$ cat config.mk
export PLATFORM = sky130hd
export DESIGN_NAME = byte_io_port_latch
export DESIGN_NICKNAME = d
export VERILOG_FILES = /design/src/byte_io_pkg.sv /design/src/byte_io_port_latch.sv /design/src/reset_release_sync.sv /design/src/capture_fifo.sv
export SDC_FILE = /design/constraint.sdc
export NUM_CORES = 1
export LEC_CHECK = 0
export BUFFER_PORTS_ARGS = -buffer_cell sky130_fd_sc_hd__buf_2
export CAP_MARGIN = 20
export CORE_MARGIN = 3
export CORE_UTILIZATION = 53
export DETAILED_ROUTE_END_ITERATION = 10
export PLACE_DENSITY_LB_ADDON = 0.05
export SKIP_LAST_GASP = 1
export SLEW_MARGIN = 25
export SYNTH_ARGS = -nofsm -noshare
export SYNTH_HDL_FRONTEND = slang
export SYNTH_SLANG_ARGS = --single-unit
$ cat constraint.sdc
create_clock -name clk -period 1.3 [get_ports clk]
set_input_delay 0.065 -clock clk [delete_from_list [all_inputs] [get_ports clk]]
set_output_delay 0.065 -clock clk [all_outputs]
set_load 0.03 [all_outputs]
$ cat src/byte_io_pkg.sv
// shared constants and types of the byte port latch
// assumes a single system clock; no software-visible registers
package byte_io_pkg;

  localparam int DATA_W = 8;
  localparam int BUF_DEPTH = 2;
  localparam logic [7:0] LATCH_RST = 8'h00;
  localparam logic SR_ACTIVE_RST = 1'b0;
  localparam logic SYNC_RST = 1'b0;

  typedef enum logic [0:0] {
    MODE_INPUT = 1'b0,
    MODE_OUTPUT = 1'b1
  } port_mode_t;

endpackage

$ cat src/byte_io_port_latch.sv
// eight-bit bus port latch with two selects and a service request
// assumes inputs other than rst_b and clear_b synchronous to clk; strobe and selects are sampled
`timescale 1ns/1ps
module byte_io_port_latch
  import byte_io_pkg::*;
#(
  parameter int WIDTH = DATA_W,
  parameter int DEPTH = BUF_DEPTH
) (
  input wire logic clk,
  input wire logic rst_b,
  input wire logic clear_b,
  input wire logic modeSelect,
  input wire logic strobe,
  input wire logic selectFirst,
  input wire logic selectSecond,
  input wire logic [WIDTH-1:0] data_in_bus,
  output logic [WIDTH-1:0] data_out_bus,
  output logic dataOutEnable,
  output logic service_request,
  output logic captureValid,
  output logic [WIDTH-1:0] captureData,
  input wire logic captureReady,
  output logic captureRoom
);

  initial begin
    if (WIDTH != DATA_W || DEPTH < 2) begin
      $error("byte_io_port_latch needs WIDTH of DATA_W and DEPTH >= 2");
    end
  end

  logic rstSync_b, clrSync_b, regRst_b, clrInput_b;

  assign clrInput_b = rst_b && clear_b;

  reset_release_sync u_rst_sync (
    .clk(clk),
    .async_b(rst_b),
    .sync_b(rstSync_b)
  );

  reset_release_sync u_clr_sync (
    .clk(clk),
    .async_b(clrInput_b),
    .sync_b(clrSync_b)
  );

  assign regRst_b = clrSync_b;

  // mode is caught once after reset release, then frozen
  port_mode_t mode_q, mode_d;
  logic modeLock_q, modeLock_d;

  always_comb begin
    modeLock_d = 1'b1;
    if (modeLock_q) begin
      mode_d = mode_q;
    end else begin
      mode_d = port_mode_t'(modeSelect);
    end
  end

  always_ff @(posedge clk or negedge rstSync_b) begin
    if (!rstSync_b) begin
      mode_q <= MODE_INPUT;
      modeLock_q <= 1'b0;
    end else begin
      mode_q <= mode_d;
      modeLock_q <= modeLock_d;
    end
  end

  function automatic logic selected(port_mode_t m, logic s1, logic s2);
    if (m == MODE_OUTPUT) begin
      return !s1 && s2;
    end else begin
      return s1 && s2;
    end
  endfunction

  // edge detection state
  logic strobePrev_q, strobePrev_d;
  logic selPrev_q, selPrev_d;
  logic loadPrev_q, loadPrev_d;
  logic sel, load, strobeFall, selFall;

  assign sel = selected(mode_q, selectFirst, selectSecond);

  // output-mode write needs selectFirst low and selectSecond high
  // no load before the mode is known, the decode would be wrong
  assign load = modeLock_q && strobe && (mode_q == MODE_INPUT || sel);

  assign strobeFall = strobePrev_q && !strobe;
  assign selFall = selPrev_q && !sel;

  always_comb begin
    strobePrev_d = strobe;
    selPrev_d = sel;
    loadPrev_d = load;
  end

  always_ff @(posedge clk or negedge rstSync_b) begin
    if (!rstSync_b) begin
      strobePrev_q <= 1'b0;
      selPrev_q <= 1'b0;
      loadPrev_q <= 1'b0;
    end else begin
      strobePrev_q <= strobePrev_d;
      selPrev_q <= selPrev_d;
      loadPrev_q <= loadPrev_d;
    end
  end

  // buffer and request flag
  logic [WIDTH-1:0] latch_q, latch_d;
  logic srActive_q, srActive_d;
  logic srSet, srClr;

  always_comb begin
    latch_d = latch_q;
    if (load) begin
      latch_d = data_in_bus;
    end
    if (mode_q == MODE_INPUT) begin
      srSet = strobeFall && !sel;
      srClr = selFall;
    end else begin
      srSet = selFall;
      srClr = strobeFall;
    end
    // set wins over clear in the same cycle
    srActive_d = srSet || (srActive_q && !srClr);
  end

  always_ff @(posedge clk or negedge regRst_b) begin
    if (!regRst_b) begin
      latch_q <= LATCH_RST;
      srActive_q <= SR_ACTIVE_RST;
    end else begin
      latch_q <= latch_d;
      srActive_q <= srActive_d;
    end
  end

  // drivers and pin sit outside the clear so an output port keeps
  // driving; the pin shows a clear one edge late, at the mode's idle
  logic outEn_q, outEn_d;
  logic srPin_q, srPin_d;
  logic srShown;

  always_comb begin
    outEn_d = (mode_q == MODE_OUTPUT) || sel;
    // cleared flag shows the idle level
    srShown = regRst_b && srActive_d;
    srPin_d = (mode_q == MODE_OUTPUT) ? srShown : !srShown;
  end

  always_ff @(posedge clk or negedge rstSync_b) begin
    if (!rstSync_b) begin
      outEn_q <= 1'b0;
      srPin_q <= 1'b1;
    end else begin
      outEn_q <= outEn_d;
      srPin_q <= srPin_d;
    end
  end

  assign data_out_bus = latch_q;
  assign dataOutEnable = outEn_q;
  assign service_request = srPin_q;

  // each byte still loading when strobe falls is offered downstream; a full buffer drops it,
  // which captureRoom lets the receiver side see in advance
  logic pushValid;
  assign pushValid = strobeFall && loadPrev_q;

  capture_fifo #(
    .WIDTH(WIDTH),
    .DEPTH(DEPTH)
  ) u_capture (
    .clk(clk),
    .rst_b(regRst_b),
    .inValid(pushValid),
    .inData(latch_q),
    .inReady(captureRoom),
    .outValid(captureValid),
    .outData(captureData),
    .outReady(captureReady)
  );
endmodule // byte_io_port_latch

$ cat src/reset_release_sync.sv
// two-stage release synchroniser for an active-low asynchronous reset
// assumes the output feeds asynchronous resets in the clk domain
`timescale 1ns/1ps
module reset_release_sync
  import byte_io_pkg::*;
(
  input wire logic clk,
  input wire logic async_b,
  output logic sync_b
);
  logic stage_q;

  // assertion is immediate, release waits two edges
  always_ff @(posedge clk or negedge async_b) begin
    if (!async_b) begin
      stage_q <= SYNC_RST;
      sync_b <= SYNC_RST;
    end else begin
      stage_q <= 1'b1;
      sync_b <= stage_q;
    end
  end
endmodule // reset_release_sync

$ cat src/capture_fifo.sv
// small shift-register fifo with valid and ready on both sides
// head entry and flags are flops so outputs need no extra stage
`timescale 1ns/1ps
module capture_fifo
  import byte_io_pkg::*;
#(
  parameter int WIDTH = DATA_W,
  parameter int DEPTH = BUF_DEPTH
) (
  input wire logic clk,
  input wire logic rst_b,
  input wire logic inValid,
  input wire logic [WIDTH-1:0] inData,
  output logic inReady,
  output logic outValid,
  output logic [WIDTH-1:0] outData,
  input wire logic outReady
);
  localparam int CW = $clog2(DEPTH + 1);

  initial begin
    if (DEPTH < 2 || WIDTH < 1) begin
      $error("capture_fifo needs DEPTH >= 2 and WIDTH >= 1");
    end
  end

  logic [WIDTH-1:0] mem_q [DEPTH];
  logic [WIDTH-1:0] mem_d [DEPTH];
  logic [CW-1:0] count_q, count_d;
  logic readyQ, readyD, validQ, validD;
  logic push, pop;

  assign push = inValid && readyQ;
  assign pop = validQ && outReady;
  assign inReady = readyQ;
  assign outValid = validQ;
  assign outData = mem_q[0];

  always_comb begin
    logic [CW-1:0] slot;
    slot = count_q - CW'(pop);
    for (int i = 0; i < DEPTH; i++) begin
      if (pop && i < DEPTH - 1) begin
        mem_d[i] = mem_q[i + 1];
      end else begin
        mem_d[i] = mem_q[i];
      end
      if (push && slot == CW'(i)) begin
        mem_d[i] = inData;
      end
    end
    count_d = count_q + CW'(push) - CW'(pop);
    validD = count_d != '0;
    readyD = count_d != CW'(DEPTH);
  end

  always_ff @(posedge clk or negedge rst_b) begin
    if (!rst_b) begin
      for (int i = 0; i < DEPTH; i++) begin
        mem_q[i] <= '0;
      end
      count_q <= '0;
      validQ <= 1'b0;
      readyQ <= 1'b0;
    end else begin
      mem_q <= mem_d;
      count_q <= count_d;
      validQ <= validD;
      readyQ <= readyD;
    end
  end
endmodule // capture_fifo

======== Word level (Yosys, flattened, before mapping) ========
Cells that the tools add are included.
operators by class
  $add $sub $neg .......................... 3
  eq/ne operators ......................... 2
  mux-type cells .......................... 6
  bitwise logic cells ..................... 1
  reductions and logical operators ........ 26
operator list
  kind                  count
  $mux W8               2
  $logic_and A1 B1 Y1   15
  $logic_not A1 Y1      5
  $mux W1               4
  $reduce_bool A2 Y1    2
  $sub A2 B1 Y2         2
  $logic_or A1 B1 Y1    3
  $add A2 B1 Y2         1
  $eq A2 B1 Y1 const B  1
  $logic_not A2 Y1      1
  $ne A2 B2 Y1 const B  1
  $not A1 Y1            1
word-level totals
  register bits after elaboration ......... 40
  bits of input ports ..................... 16
  output and inout bits ................... 20

======== Depth between registers and ports, before layout ========
  word-level depth ........................ 12
  depth in mapped cells ................... 7
  depth with buffers taken out ............ 7

======== By module ========
From an unflattened synthesis, not the netlist that was laid out.
second synthesis, totals
  cells, all modules ...................... 134
  area total of the unflattened synthesis .. 1788.0 um^2
modules (own cells, without submodules)
  module              times used  cells an instance  area an instance (um^2)  sequential area each (um^2)
  capture_fifo        1           69                 982.2                    500.5
  byte_io_port_latch  1           59                 698.2                    401.6
  reset_release_sync  2           3                  53.8                     50.0

======== Least setup slack after synthesis ========
No wires, ideal clock.
  kind .................................... flip-flop to flip-flop
  start ................................... register u_capture.validQ, in the netlist u_capture.outValid
  end ..................................... register u_capture.mem_q[0] in the netlist's numbering
  arrival time ............................ 1.924 ns
  data required time ...................... 1.175 ns
  setup slack ............................. -0.749 ns
  stages on the path, launching flop included .. 8
  path buffers ............................ 1
  clock period less this slack ............ 2.049 ns
  path through ............................ dfrtp_1 -> nand2_1 -> inv_1 -> ha_1 -> xnor2_1 -> and3_1 -> buf_6 -> mux2_4
on the way
  longest elaborated chain between the ends .. 4
ends and longest elaborated chain
  item                    RTL line            RTL
  start, declared         capture_fifo.sv:30  logic readyQ, readyD, validQ, validD;
  start signal, assigned  capture_fifo.sv:68  validQ <= validD;
  $logic_and A1 B1 Y1     capture_fifo.sv:34  assign pop = validQ && outReady;
  $sub A2 B1 Y2           capture_fifo.sv:41  slot = count_q - CW'(pop);
  $eq A2 B1 Y1            capture_fifo.sv:48  if (push && slot == CW'(i)) begin
  $logic_and A1 B1 Y1     capture_fifo.sv:48
  end signal, assigned    capture_fifo.sv:66  mem_q <= mem_d;
  end, declared           capture_fifo.sv:27  logic [WIDTH-1:0] mem_q [DEPTH];
No other way between the ends.
A chain may end at the register's enable or synchronous reset.

======== Worst setup path in the final report ========
Ends and elaborated chain as after synthesis.

==> impl_metrics.tcl <==
set metrics [dict create \
    violations "negative setup slack" \
    slowest_stage "dfrtp_2" \
    hold_end "selPrev_q$_DFF_PN0_" \
    drc 0 \
    finClkSkew_ns 0.0118 \
    yosys_warnings 0 \
    io_buffers 35 \
    timing.fmax_ghz 0.618 \
    cp_max_fo 8 \
    worstPathCellList "nand2_4 -> inv_2 -> ha_4 -> xnor2_4 -> and3_4 -> buf_12 -> mux2_4" \
    grt.total_usage 0.182 \
    postRouteAntennaNets 0 \
    clockBufferDepth 2 \
    p_leak_uw 0.00109 \
    fillers 236 \
    status "complete, but fails checks" \
    cts_buffers 5 \
    io_pins 36 \
    yosysUniqueCellTypes 29 \
    setup_tns_ns -4.89 \
    htree_levels 2 \
    antenna_found_initial 0 \
    hold_viol_final 0 \
    wirelength_um 3240 \
    hpwl_um 2260 \
    cts_sinks 40 \
    hold_depth 3 \
    r2r_end "u_capture.mem_q[0]$_DFFE_PN0P_" \
    hold_path.class "input port to register" \
    ff2ff_path_depth 7 \
    seq_area_um2 1000 \
    syn_area_um2 1750 \
    cap_violations 0 \
    die_area_um2 4030 \
    critical_path_class "register to register" \
    antenna_cells 0 \
    start_util 0.564 \
    postLayoutCellArea_um2 2280 \
    crit_required_ns 1.54 \
    clk_latency_ns 0.34 \
    drive_gt1_frac 0.558 \
    layout.nets 198 \
    multi_input_area_um2 731 \
    ir_drop_mv 1.01 \
    grt_max_degree 20 \
    report.final.slew_viol_count 0 \
    post_cts.repair.setup_buffers 0 \
    max_stage_delay_ns 0.44 \
    drt-initial-drc-count 22 \
    yosysSeqAreaShare 0.573 \
    period_needed_ns 1.62 \
    grt_pass1_vias 1119 \
    area_growth_pct 30.0 \
    design.core.area_um2 3100 \
    crit_buf_inv 2 \
    synth_area_per_cell_um2 14.2 \
    placed_area_um2 2070 \
    clockRootBuffer "clkbuf_4" \
    wire_per_inst_um 14.4 \
    ys_ff_latch 40 \
    whs_ns 0.0158 \
    die_y_um 63.5 \
    die_x_um 63.5 \
    setup_ws_ns -0.318 \
    cts_tree "yes" \
    finalPower_uw 4240 \
    clkTransAtPathRegs_ns 0.12 \
    rsz0062_at_grt "true" \
    vias 1080 \
    synth_cells 123 \
    via_per_inst 4.80 \
    post-place-ws_ns -0.311 \
    grt-ovfl-total 0 \
    r2r-start "u_capture.outValid$_DFF_PN0_" \
    grt_pass1_wl_um 5480 \
    arrival_ns 1.85 \
    powerDensity_nw_per_um2 1860 \
    cp_top_family "flip-flops" \
    drtPass1Iterations 6 \
    ff2ff_setup_slack_ns -0.32 \
    row_count 20 \
    setup_violations 19 \
    fin_crit_sh 1.24 \
    crit_path_end_kind "register" \
    min_from "selectSecond" \
    worst_setup_path_start_kind "register" \
    gp_congestion 0.715 \
]
==> synthesized netlist by cell type, drive strengths merged <==
master	instances	share of area
dfrtp	39	0.56
mux2	33	0.23
buf	10	0.044
inv	7	0.015
nand2	5	0.011
a221oi	3	0.015
nand2b	3	0.011
ha	2	0.014
nor2	2	0.0043
o21ai	2	0.0057
xnor2	2	0.010
a211oi	1	0.0043
a21bo	1	0.0057
a21oi	1	0.0093
a22o	1	0.0050
and2	1	0.0036
and2b	1	0.0043
and3	1	0.0036
and4b	1	0.0079
conb	1	0.0021
dfstp	1	0.015
nand3	1	0.0057
nor2b	1	0.0036
o2bb2ai	1	0.0050
or2	1	0.0036
xor2	1	0.0050
==> worst register-to-register path, delay by kind of cell, from the launching register on <==
kind                     cells  cell delay, ns
XOR/XNOR                     1            0.16
adder cells (fa/ha/maj)      1            0.17
buffers and inverters        2            0.17
flip-flops                   1            0.44
multiplexers                 1            0.30
AND/OR/NAND/NOR              2            0.27
==> per-layer routing <==
| layer | up-vias | global-route usage | routed length [µm] |
|---|---|---|---|
| li1 | 527 | - | - |
| met2 | 30 | 0.283 | 1570 |
| met4 | 0 | 0.0863 | 58 |
| met5 | - | 0 | 0 |
| met1 | 517 | 0.231 | 1460 |
| met3 | 6 | 0.0553 | 155 |
==> registers in the layout (all words and copies together), names as in the netlist, 2 cells and up <==
| name | flops |
|---|---|
| data_out_bus | 8 |
| u_capture.count_q | 2 |
| u_capture.outData | 8 |
| u_capture.mem_q | 8 |
==> power by group <==
| part | total (µW) | internal [µW] | switching, µW |
|---|---|---|---|
| Sequential | 1820 | 1600 | 222 |
| Clock | 603 | 209 | 394 |
| Combinational | 1820 | 883 | 933 |
==> final cells by class <==
| type | instances | area share |
|---|---|---|
| sequential | 40 | 0.441 |
| clock buffer | 6 | 0.0181 |
| inverter | 7 | 0.0115 |
| timing repair buffer | 58 | 0.178 |
| clock inverter | 2 | 0.00550 |
| multi-input combinational | 68 | 0.321 |
| tap | 44 | 0.0242 |
==> logic make-up after synthesis <==
| kind of cell | count (synthesis) | synth area share |
|---|---|---|
| buf+inv | 17 | 0.0586 |
| other cells | 1 | 0.00214 |
| mux | 33 | 0.229 |
| xor+xnor | 3 | 0.0150 |
| flops | 40 | 0.573 |
| fa+ha+maj | 2 | 0.0143 |
| simple gates | 17 | 0.0579 |
| compound gates | 10 | 0.0500 |
==> worst max path at each step <==
stage / startpoint / endpoint / cells past startpoint
after floorplan: u_capture.outValid$_DFF_PN0_ / u_capture.mem_q[0]$_DFFE_PN0P_ / 7
after global placement: u_capture.outValid$_DFF_PN0_ / u_capture.mem_q[5]$_DFFE_PN0P_ / 7
after detailed placement: u_capture.outValid$_DFF_PN0_ / u_capture.mem_q[6]$_DFFE_PN0P_ / 7
after CTS: u_capture.outValid$_DFF_PN0_ / u_capture.mem_q[0]$_DFFE_PN0P_ / 7
after global routing: u_capture.outValid$_DFF_PN0_ / u_capture.outData[3]$_DFFE_PN0P_ / 6
final: u_capture.outValid$_DFF_PN0_ / u_capture.mem_q[0]$_DFFE_PN0P_ / 7
==> metrics by stage <==
step / cells / util
6_report: 225 / 0.733
3_5_place_dp: 204 / 0.667
2_1_floorplan: 125 / -
4_1_cts: 224 / 0.730
5_1_grt: 225 / 0.733
3_3_place_gp: 204 / 0.667
==> repair_timing <==
item                                   in CTS  in global routing
hold buffers                               12                  1
endpoints found under the hold margin      14                  2
gates resized for setup                     3                  0
cloned                                      0                  0
pin swaps                                   2                  0
setup endpoints to repair                  19                 19
==> cells in the final DEF, fill, tap and decap left out, drive strengths merged, types with 2 or more instances in the layout <==
master and n:
a221oi 3, buf 45, clkbuf 6, conb 3, dfrtp 39, dlygate4sd3 13, ha 2, inv 7
mux2 33, nand2 5, nand2b 3, nor2 2, o21ai 2, xnor2 2
Note: power is estimated with default switching activity, not from simulation.
